<file path="config.mk">
export PLATFORM = sky130hd
export DESIGN_NAME = svr_supervisor
export DESIGN_NICKNAME = d
export VERILOG_FILES = /design/src/svr_pkg.sv /design/src/svr_sync.sv /design/src/svr_supervisor.sv
export VERILOG_INCLUDE_DIRS = /design/src /design/src/src
export SDC_FILE = /design/constraint.sdc
export NUM_CORES = 1
export LEC_CHECK = 0
export BUFFER_PORTS_ARGS = -buffer_cell sky130_fd_sc_hd__buf_4
export CORE_UTILIZATION = 62
export DETAILED_ROUTE_END_ITERATION = 8
export MAX_ROUTING_LAYER = met4
export PLACE_DENSITY = 0.79
export RECOVER_POWER = 100
export SYNTH_ARGS = -nofsm -noshare
export SYNTH_HDL_FRONTEND = slang
export SYNTH_SLANG_ARGS = --single-unit
</file>
<file path="constraint.sdc">
create_clock -name i_ref_clk -period 2.64 [get_ports i_ref_clk]
set_input_delay 0.528 -clock i_ref_clk [delete_from_list [all_inputs] [get_ports i_ref_clk]]
set_output_delay 0.528 -clock i_ref_clk [all_outputs]
set_load 0.1 [all_outputs]
</file>
<file path="src/svr_params.svh">
// svr_params.svh: timing constants and reset values for the supervisor block
// assumes a 50 MHz reference clock; counts derive from times in their own units
`ifndef SVR_PARAMS_SVH
`define SVR_PARAMS_SVH

`define SVR_CLK_HZ 50000000
// nominal reset pulse, in ms
`define SVR_RST_PULSE_MS 200
// least pulse left after a brownout inside a pulse, in ms
`define SVR_RST_MIN_MS 140
// watchdog timeout, in ms
`define SVR_WDT_TIMEOUT_MS 1600
// manual reset debounce time, in us
`define SVR_DEBOUNCE_US 20
`define SVR_RST_PULSE_CYC ((`SVR_CLK_HZ / 1000) * `SVR_RST_PULSE_MS)
`define SVR_RST_MIN_CYC ((`SVR_CLK_HZ / 1000) * `SVR_RST_MIN_MS)
`define SVR_WDT_TIMEOUT_CYC ((`SVR_CLK_HZ / 1000) * `SVR_WDT_TIMEOUT_MS)
`define SVR_DEBOUNCE_CYC ((`SVR_CLK_HZ / 1000000) * `SVR_DEBOUNCE_US)
// synchroniser reset value: idle levels (inputs released, supply good)
// order: manual_reset_n, watchdog_kick, kick_undriven, supply_low, power_fail_sense
`define SVR_SYNC_RST 5'h10

`endif

</file>
<file path="src/svr_pkg.sv">
// svr_pkg.sv: types shared by the supervisor block
// assumes the including design reads svr_params.svh for numbers
package svr_pkg;
    // raw indications as they arrive from the analog front end
    typedef struct packed {
        logic manual_reset_n;   // pushbutton or logic, active low
        logic watchdog_kick;    // toggled by host
        logic kick_undriven;    // front end reports floating kick
        logic supply_low;       // supply below reset threshold
        logic power_fail_sense; // monitored voltage below reference
    } svr_ind_s;

    // reset pulse sequencer states
    typedef enum logic [1:0] {
        SVR_HOLD,   // held by level trigger
        SVR_PULSE,  // stretching the pulse
        SVR_IDLE    // reset released
    } svr_rst_e;
endpackage

</file>
<file path="src/svr_sync.sv">
// svr_sync.sv: two-flop synchroniser for a bundle of asynchronous levels
// assumes inputs come from pins outside the clock domain
`timescale 1ns/1ps
`include "svr_params.svh"
module svr_sync #(
    parameter int WIDTH = 5,
    parameter logic [WIDTH-1:0] RST_VAL = '0
) (
    input wire logic i_ref_clk,
    input wire logic i_reset_n,
    input wire logic [WIDTH-1:0] i_async,
    output logic [WIDTH-1:0] o_sync
);
    logic [WIDTH-1:0] meta_q; // first stage, read only by second stage
    logic [WIDTH-1:0] meta_d;
    logic [WIDTH-1:0] sync_d;

    // next values: plain shift
    always_comb begin
        meta_d = i_async;
        sync_d = meta_q;
    end

    // registers, reset to idle levels
    always_ff @(posedge i_ref_clk or negedge i_reset_n) begin
        if (!i_reset_n) begin
            meta_q <= RST_VAL;
            o_sync <= RST_VAL;
        end else begin
            meta_q <= meta_d;
            o_sync <= sync_d;
        end
    end
endmodule // svr_sync

</file>
<file path="src/svr_supervisor.sv">
// svr_supervisor.sv: reset stretcher, watchdog and power-fail warning
// assumes digital indications from an analog front end, and one 50 MHz clock
// Overview of operation
// manual reset low starts reset pulse
// warning output low while sense reports low
// kick steady for timeout expires watchdog
// undriven kick disables watchdog entirely
// timer clears on reset, undriven, kick edges
// triggered reset held low nominal pulse
// reset held low while supply low
// full pulse after supply or button release
// expiry never asserts reset directly
// expiry output low until timer cleared
// expiry output low while supply low
// expiry output has no stretching delay
// active-high reset is exact inverse
// build options drop low reset, watchdog
// brownout inside pulse leaves least time
// synchronise inputs, debounce manual reset
// terminal counts set by parameters
`timescale 1ns/1ps
`include "svr_params.svh"
module svr_supervisor
    import svr_pkg::*;
#(
    parameter int RST_PULSE_CYC = `SVR_RST_PULSE_CYC,   // shorten in simulation
    parameter int RST_MIN_CYC = `SVR_RST_MIN_CYC,
    parameter int WDT_TIMEOUT_CYC = `SVR_WDT_TIMEOUT_CYC,
    parameter int DEBOUNCE_CYC = `SVR_DEBOUNCE_CYC,
    parameter bit HAS_RESET_N = 1'b1,    // active-low reset output present
    parameter bit HAS_WATCHDOG = 1'b1    // kick input and expiry output present
) (
    input wire logic i_ref_clk,
    input wire logic i_reset_n,
    input wire svr_pkg::svr_ind_s i_ind,
    output logic o_reset_n,
    output logic o_reset,
    output logic o_power_fail_warn_n,
    output logic o_watchdog_expired_n
);
    import svr_pkg::*;

    localparam int CW = 32;

    svr_ind_s sync_ind;                 // synchronised indications
    logic [4:0] sync_bits;
    logic mr_db_q, mr_db_d;             // debounced manual reset level
    logic [CW-1:0] db_cnt_q, db_cnt_d;
    svr_rst_e st_q, st_d;
    logic [CW-1:0] rst_cnt_q, rst_cnt_d;  // remaining pulse cycles
    logic [CW-1:0] wdt_cnt_q, wdt_cnt_d;
    logic kick_prev_q, kick_prev_d;
    logic expired_q, expired_d;         // sticky timer completion
    logic rst_n_q, rst_n_d;
    logic rst_q, rst_d;
    logic pfw_n_q, pfw_n_d;
    logic wdo_n_q, wdo_n_d;
    logic level_trig;
    logic wdt_clear;

    // inputs from pins cross two flops before any use
    // idle reset levels: no false kick edge and no warning glitch after reset
    svr_sync #(.WIDTH(5), .RST_VAL(`SVR_SYNC_RST)) u_sync (
        .i_ref_clk(i_ref_clk),
        .i_reset_n(i_reset_n),
        .i_async(i_ind),
        .o_sync(sync_bits)
    );
    assign sync_ind = sync_bits;

    // debounce: new level accepted only after it holds steady
    always_comb begin
        db_cnt_d = '0;
        mr_db_d = mr_db_q;
        if (sync_ind.manual_reset_n != mr_db_q) begin
            if (db_cnt_q >= CW'(DEBOUNCE_CYC - 1)) begin
                mr_db_d = sync_ind.manual_reset_n;
            end else begin
                db_cnt_d = db_cnt_q + 1'b1;
            end
        end
    end

    always_ff @(posedge i_ref_clk or negedge i_reset_n) begin
        if (!i_reset_n) begin
            mr_db_q <= 1'b1;
            db_cnt_q <= '0;
        end else begin
            mr_db_q <= mr_db_d;
            db_cnt_q <= db_cnt_d;
        end
    end

    // level triggers hold reset; watchdog expiry is not among them
    assign level_trig = sync_ind.supply_low || !mr_db_q;

    // reset sequencer: hold while triggered, then stretch
    always_comb begin
        st_d = st_q;
        rst_cnt_d = rst_cnt_q;
        case (st_q)
            SVR_HOLD: begin
                // release of the trigger starts the full pulse
                if (!level_trig) begin
                    st_d = SVR_PULSE;
                    rst_cnt_d = CW'(RST_PULSE_CYC - 1);
                end
            end
            SVR_PULSE: begin
                if (sync_ind.supply_low) begin
                    // brownout mid-pulse: keep at least the least time after
                    st_d = SVR_PULSE;
                    if (rst_cnt_q < CW'(RST_MIN_CYC - 1)) begin
                        rst_cnt_d = CW'(RST_MIN_CYC - 1);
                    end
                end else if (!mr_db_q) begin
                    st_d = SVR_HOLD;
                end else if (rst_cnt_q == '0) begin
                    st_d = SVR_IDLE;
                end else begin
                    rst_cnt_d = rst_cnt_q - 1'b1;
                end
            end
            SVR_IDLE: begin
                if (level_trig) begin
                    st_d = SVR_HOLD;
                end
            end
            default: st_d = SVR_HOLD;
        endcase
    end

    always_ff @(posedge i_ref_clk or negedge i_reset_n) begin
        if (!i_reset_n) begin
            st_q <= SVR_HOLD;
            rst_cnt_q <= '0;
        end else begin
            st_q <= st_d;
            rst_cnt_q <= rst_cnt_d;
        end
    end

    // watchdog: timer clears on reset, undriven kick, or any kick edge
    assign wdt_clear = (st_q != SVR_IDLE) || sync_ind.kick_undriven
        || (sync_ind.watchdog_kick != kick_prev_q);

    always_comb begin
        kick_prev_d = sync_ind.watchdog_kick;
        wdt_cnt_d = wdt_cnt_q;
        expired_d = expired_q;
        if (!HAS_WATCHDOG || wdt_clear) begin
            wdt_cnt_d = '0;
            expired_d = 1'b0;
        end else if (wdt_cnt_q >= CW'(WDT_TIMEOUT_CYC - 1)) begin
            expired_d = 1'b1;
        end else begin
            wdt_cnt_d = wdt_cnt_q + 1'b1;
        end
    end

    always_ff @(posedge i_ref_clk or negedge i_reset_n) begin
        if (!i_reset_n) begin
            wdt_cnt_q <= '0;
            kick_prev_q <= 1'b0;
            expired_q <= 1'b0;
        end else begin
            wdt_cnt_q <= wdt_cnt_d;
            kick_prev_q <= kick_prev_d;
            expired_q <= expired_d;
        end
    end

    // outputs, each from a flop; both reset polarities from one decision
    always_comb begin
        rst_n_d = HAS_RESET_N ? !(st_d != SVR_IDLE) : 1'b1;
        rst_d = (st_d != SVR_IDLE);
        pfw_n_d = !sync_ind.power_fail_sense;
        // no stretching: follows supply directly, plus sticky expiry
        wdo_n_d = HAS_WATCHDOG ? !(expired_d || sync_ind.supply_low) : 1'b1;
    end

    always_ff @(posedge i_ref_clk or negedge i_reset_n) begin
        if (!i_reset_n) begin
            rst_n_q <= ~HAS_RESET_N; // absent output stays high
            rst_q <= 1'b1;
            pfw_n_q <= 1'b1;
            wdo_n_q <= 1'b1;
        end else begin
            rst_n_q <= rst_n_d;
            rst_q <= rst_d;
            pfw_n_q <= pfw_n_d;
            wdo_n_q <= wdo_n_d;
        end
    end

    assign o_reset_n = rst_n_q;
    assign o_reset = rst_q;
    assign o_power_fail_warn_n = pfw_n_q;
    assign o_watchdog_expired_n = wdo_n_q;
endmodule // svr_supervisor

</file>
==> impl_metrics.tcl, run 1 <==
set metrics [dict create \
    track_usage_pct 31.5 \
    hold_start "i_ind[4]" \
    cts_buffers 17 \
    ff2ff_path_depth 7 \
    reg2reg_to "rst_cnt_q[28]" \
    start_kind "flip-flop" \
    cts-root-buf "clkbuf_8" \
    synth_area_sq_mm 0.00543 \
    design_area_sq_mm 0.00644 \
    p_int_mw 3.51 \
    critical_path_peak_fanout 7 \
    worst_ep_required_time_ns 3.09 \
    dpl.cell_count 685 \
    coreArea_sq_mm 0.00834 \
    synth_ff_type "dfrtp_1" \
    initial_utilization_pct 65.2 \
    first_pass_iters 6 \
    endpoint_kind "flip-flop" \
    postSynthCellCount 528 \
    power_leakage_nw 2.76 \
    rr_startpoint "rst_cnt_q[5]" \
    fin_crit_sh_pct 96.4 \
    drtIter0Drc 289 \
    yosysSeqAreaShare_pct 53.1 \
    ff2ff_setup_slack_ns 0.09 \
    sw_frac_of_total_pct 30.0 \
    final_nets 611 \
    critPathKind "reg -> reg" \
    htree_levels 4 \
    via_per_inst 6.26 \
    vdd_drop_max_mv 0.471 \
    clock_skew_ns 0.0162 \
    ff_latch_area_sq_mm 0.00289 \
    stdcell_count 717 \
    hold_path_end "u_sync.meta_q[4]" \
    critical-path-max-stage-delay_ns 0.60 \
    synth_seq_cells 115 \
    grt_start_max_net_pins 116 \
    clock_latency_ns 0.54 \
    gp_congestion 0.950 \
    grt-ovfl-total 0 \
    antenna_found_initial 0 \
    setup_violations 0 \
    cp_cell_sequence "or4_1, or4b_4, nor3_2, a311oi_4, clkbuf_2, and2_4, a31oi_1" \
    power.share.clock_pct 43.3 \
    fin_util_pct 77.2 \
    yosys_warnings 0 \
    hold_path_class "in -> reg" \
    slowest_stage "or4_1" \
    violations "max-slew violations" \
    n_fill_cell 564 \
    grt_pass1_wl_um 20700 \
    switching_power_mw 1.51 \
    max_slew_margin_pct -1.56 \
    top_level_ports 11 \
    synth-edff-count 0 \
    wire_per_inst_um 17.6 \
    cap_violations 0 \
    final_max_slew_viol_count 116 \
    portBuffers 10 \
    area_delta_synth_final_pct 18.6 \
    antenna_cells 0 \
    clk_transition_reported_paths_ns 0.07 \
    syn_avg_cell_area_sq_um 10.3 \
    cts_tree "done" \
    die_area_sq_mm 0.00914 \
    drc 0 \
    drive_gt1_share_pct 18.0 \
    dpl.hpwl_um 8060 \
    hold_viol_final 0 \
    min_period_ns 2.55 \
    clock_sinks 115 \
    crit_family "simple AND/OR/NAND/NOR gates" \
    powerDensity_mw_per_mm2 778 \
    max_freq_ghz 0.393 \
    dpl-instance-area_sq_mm 0.00591 \
    status "finished, violations left" \
    rsz0062_at_grt "false" \
    worstHoldPathCells 1 \
    cp.arrival_ns 2.99 \
    fin_tns_setup_ns 0 \
    die_x_um 95.6 \
    async_reset_ff_share_pct 100 \
    tightest_slew_ns 1.52 \
    die_h_um 95.6 \
    crit_buf_inv 1 \
    core.rowCount 33 \
    vias 4489 \
    yosysUniqueCellTypes 69 \
    multi_input_area_sq_mm 0.00244 \
    clock_path_buffers 2 \
    comb_power_share_pct 14.3 \
    grt_pass1_vias 4428 \
    wl_um 12600 \
    ant_nets 0 \
    seqPwrFrac_pct 42.4 \
]
## registers in the layout, indices dropped and copies added, names as in the netlist, 2 cells and up
name,flops
u_sync.o_sync,5
rst_cnt_q,32
wdt_cnt_q,32
u_sync.meta_q,5
st_q,2
db_cnt_q,32
## layer usage
| layer | share of wire [%] | GRT usage, % |
|---|---|---|
| met5 | 0 | - |
| met4 | 2.2 | 14.1 |
| met3 | 4.7 | 8.45 |
| met2 | 51 | 51.4 |
| met1 | 42 | 36.4 |
## worst max-delay path by stage
stage	start	to	slack [ns]	cells past startpoint
finish	rst_cnt_q[5]	rst_cnt_q[28]	0.09	7
global route	rst_cnt_q[5]	rst_cnt_q[5]	0.02	7
CTS	rst_cnt_q[28]	rst_cnt_q[17]	0.10	8
detailed placement	rst_cnt_q[28]	rst_cnt_q[17]	0.06	8
global placement	rst_cnt_q[28]	rst_cnt_q[17]	0.11	8
floorplan	rst_cnt_q[28]	rst_cnt_q[20]	0.22	8
## area by class of cell
cell class / count / area share (%)
clock buffers: 17 / 6.43
repair buffers: 53 / 5.90
well taps: 105 / 2.04
inverters: 13 / 0.757
multi-input cells: 399 / 37.8
clock inverters: 15 / 2.27
flip-flops and latches: 115 / 44.8
## stage by stage
stage | total power, mW | worst slack (ns) | hold slack [ns]
global placement | 2.81 | 0.114 | 0.332
detailed placement | 2.83 | 0.0579 | 0.339
global route | 5.22 | 0.0199 | 0.0950
CTS | 5.02 | 0.103 | 0.0868
finish | 5.02 | 0.0940 | 0.0991
floorplan | 2.53 | 0.225 | 0.232
## cell usage after synthesis, types with 7 or more instances
cell      number  share of area (%)
or3_1         17                2.0
nor3_1        15                1.4
o31ai_1       12                1.7
or4_1         11                1.5
a31oi_1       13                1.5
nand2_1       36                2.5
dfrtp_1      109                 50
nand3_1       38                3.5
a21o_1         7               0.97
nor4_1        14                1.6
inv_1         13               0.90
a21oi_1       27                2.5
nand4_1       11                1.3
o21ai_0       30                2.8
clkbuf_1      10               0.69
and2_1         7               0.81
and3_1         9                1.0
nor2_1        38                2.6
xor2_1         8                1.3
## kinds of logic (layout without fill, tap and decap cells)
logic type,after synthesis,count (layout),share of synthesized area (%)
flops,115,115,53.1
other cells,1,22,0.0690
xor+xnor,13,13,2.10
compound gates,129,129,16.2
fa+ha+maj,5,5,1.15
simple gates,227,227,23.0
buf+inv,35,98,3.80
mux,3,3,0.576
## power by group through the flow
stage / clock, mW / sequential (mW) / combinational (mW)
after detailed placement: 0 / 2.13 / 0.697
after CTS: 2.20 / 2.11 / 0.705
after floorplan: 0 / 2.10 / 0.429
after global routing: 2.27 / 2.15 / 0.797
after global placement: 0 / 2.13 / 0.682
final: 2.17 / 2.13 / 0.717
## cells in the final DEF (no fill, tap or decap), types with 15 or more instances in the layout
master,netlist,final
a21oi_1,27,27
or3_1,17,17
o21ai_0,30,30
nand3_1,38,38
dfrtp_1,109,109
nor3_1,15,15
nor2_1,38,38
conb_1,1,22
nand2_1,36,36
buf_4,1,34
clkbuf_16,0,16
## timing repair
action | CTS | global route
hold buffers | 0 | 0
setup endpoints to repair | 10 | 23
buffers inserted | 0 | 0
gates resized for setup | 1 | 2
No activity file was read; power rests on OpenSTA's default activity.
==> run 2, diff against run 1 <==
--- a/config.mk
+++ b/config.mk
@@ -7,6 +7,7 @@
 export NUM_CORES = 1
 export LEC_CHECK = 0
 export BUFFER_PORTS_ARGS = -buffer_cell sky130_fd_sc_hd__buf_4
+export CORE_ASPECT_RATIO = 1.1
 export CORE_UTILIZATION = 62
 export DETAILED_ROUTE_END_ITERATION = 8
 export MAX_ROUTING_LAYER = met4
==> run 2 against run 1 <==
Worst setup slack worse by 0.018 ns. Critical path depth unchanged. Via count up 2.0%. Total power about the same. Maximum frequency down 0.70%. Largest cell class unchanged. The flow still finishes with violations (max-slew violations). Utilization down 1.3 points. Final cell count down 0.28%. Clock skew down 0.0025 ns. Sequential share of layout area up 0.18 points. Sequential power about the same. Non-clock buffer count down 8. Clock power up 2%.
==> impl_metrics.tcl, run 2 (synthesis results as in run 1) <==
set metrics [dict create \
    vdd_drop_max_mv 0.509 \
    vias 4577 \
    max_freq_ghz 0.390 \
    dpl.hpwl_um 8400 \
    min_period_ns 2.56 \
    setup_violations 0 \
    portBuffers 10 \
    grt-ovfl-total 0 \
    highest_layer "met4" \
    coreArea_sq_mm 0.00845 \
    drtIter0Drc 335 \
    cts-root-buf "clkbuf_8" \
    cts_buffers 17 \
    drive_gt1_share_pct 17.2 \
    die_x_um 91.3 \
    dpl.cell_count 683 \
    grt_start_max_net_pins 116 \
    fin_crit_sh_pct 97.1 \
    hold_viol_final 0 \
    critPathKind "reg -> reg" \
    cts_hold_buf 0 \
    track_usage_pct 32.0 \
    met2_length_um 6580 \
    fin_util_pct 75.9 \
    max_slew_margin_pct -1.06 \
    fin_tns_setup_ns 0 \
    antenna_found_initial 0 \
    reg_top3 "db_cnt_q (32), rst_cnt_q (32), wdt_cnt_q (32)" \
    clock_path_buffers 2 \
    top_level_ports 11 \
    final_max_slew_viol_count 99 \
    start_kind "flip-flop" \
    slowest_stage "or4b_4" \
    dpl-instance-area_sq_mm 0.00584 \
    die_area_sq_mm 0.00914 \
    initial_utilization_pct 64.3 \
    layout_commonest_cell "dfrtp_1" \
    final_cell_mix "dfrtp_1 (109), nor2_1 (38), nand3_1 (38)" \
    via_per_inst 6.40 \
    grt_pass1_wl_um 21800 \
    endpoint_kind "flip-flop" \
    critical-path-max-stage-delay_ns 0.58 \
    cp.arrival_ns 2.94 \
    crit_buf_inv 1 \
    cp_cell_sequence "or4_1, or4b_4, nor3_4, a311oi_4, buf_4, a31oi_1, a21oi_1" \
    ant_nets 0 \
    hold_path_class "in -> reg" \
    status "finished, violations left" \
    gp_congestion 0.946 \
    grt_pass1_vias 4655 \
    worst_ep_required_time_ns 3.02 \
    final_nets 603 \
    routed-wl-met3_um 787 \
    post_cts_buffers 0 \
    clk_transition_reported_paths_ns 0.06 \
    design_area_sq_mm 0.00642 \
    die_h_um 100 \
    tightest_slew_ns 1.52 \
    cts_tree "done" \
    clock_latency_ns 0.52 \
    clock_sinks 115 \
    crit_family "simple AND/OR/NAND/NOR gates" \
    power_leakage_nw 2.72 \
    area_delta_synth_final_pct 18.1 \
    critical_path_peak_fanout 12 \
    powerDensity_mw_per_mm2 781 \
    antenna_cells 0 \
    violations "max-slew violations" \
    htree_levels 4 \
    n_fill_cell 581 \
    first_pass_iters 5 \
    wl_um 13100 \
    stdcell_count 715 \
    ctsResizeCount 0 \
    drc 0 \
    wl_met1_um 5190 \
    wire_per_inst_um 18.3 \
    core.rowCount 35 \
    cap_violations 0 \
    clock_skew_ns 0.0137 \
]
==> run 2: cell count changes in the layout (fill, tap and decap cells not counted), moves of 2 or more <==
| cell | before | now |
|---|---|---|
| clkbuf_2 | 5 | 3 |
| inv_6 | 6 | 1 |
| clkinvlp_4 | 1 | 4 |
| clkinv_4 | 4 | 2 |
| nor4_2 | 1 | 3 |
| buf_4 | 34 | 30 |
| clkbuf_8 | 1 | 3 |
==> run 2: worst paths after layout <==
check / start / end / slack, ns / cells after the start
worst min-delay path: i_ind[4] / u_sync.meta_q[4] / 0.12 / 1
worst min register to register: u_sync.o_sync[0] / o_power_fail_warn_n / 0.35 / 1
max in group asynchronous: i_reset_n / st_q[0] / 1.16 / 2
worst max register to register: rst_cnt_q[30] / rst_cnt_q[5] / 0.08 / 7
worst max-delay path: rst_cnt_q[30] / rst_cnt_q[5] / 0.08 / 7
min in group asynchronous: i_reset_n / rst_cnt_q[2] / 0.49 / 2
==> run 2: metrics by stage <==
stage	total power, mW	hold WS (ns)	setup WS [ns]
6_report	5.01	0.118	0.0760
3_5_place_dp	2.79	0.339	0.0754
4_1_cts	5.01	0.104	0.0550
5_1_grt	5.19	0.100	-0.00220
2_1_floorplan	2.53	0.232	0.225
3_3_place_gp	2.76	0.334	0.131
==> run 2: cell type report <==
cell class / instances / area, sq um / area share, %
Timing Repair Buffer: 45 / 319 / 4.97
Clock buffer: 20 / 445 / 6.94
Sequential cell: 115 / 2890 / 45.0
Multi-Input combinational cell: 399 / 2450 / 38.1
Tap cell: 111 / 139 / 2.16
Clock inverter: 12 / 131 / 2.05
Inverter: 13 / 48.8 / 0.761
==> run 2: per-layer routing <==
metal / global-route usage (%) / up-vias
met2: 51.2 / 198
li1: - / 2089
met1: 37.4 / 2235
met3: 7.65 / 55
met5: - / -
met4: 18.3 / 0
==> run 2: worst reg2reg max path, stage by stage (launching register included) <==
cell and delay (ns):
dfrtp_1 0.39, or4_1 0.55, or4b_4 0.58, nor3_4 0.24
a311oi_4 0.22, buf_4 0.23, a31oi_1 0.15, a21oi_1 0.07
==> run 2: where the power goes <==
group,switching [mW],internal [mW]
combinational,0.386,0.274
sequential,0.206,1.93
clock,0.827,1.39
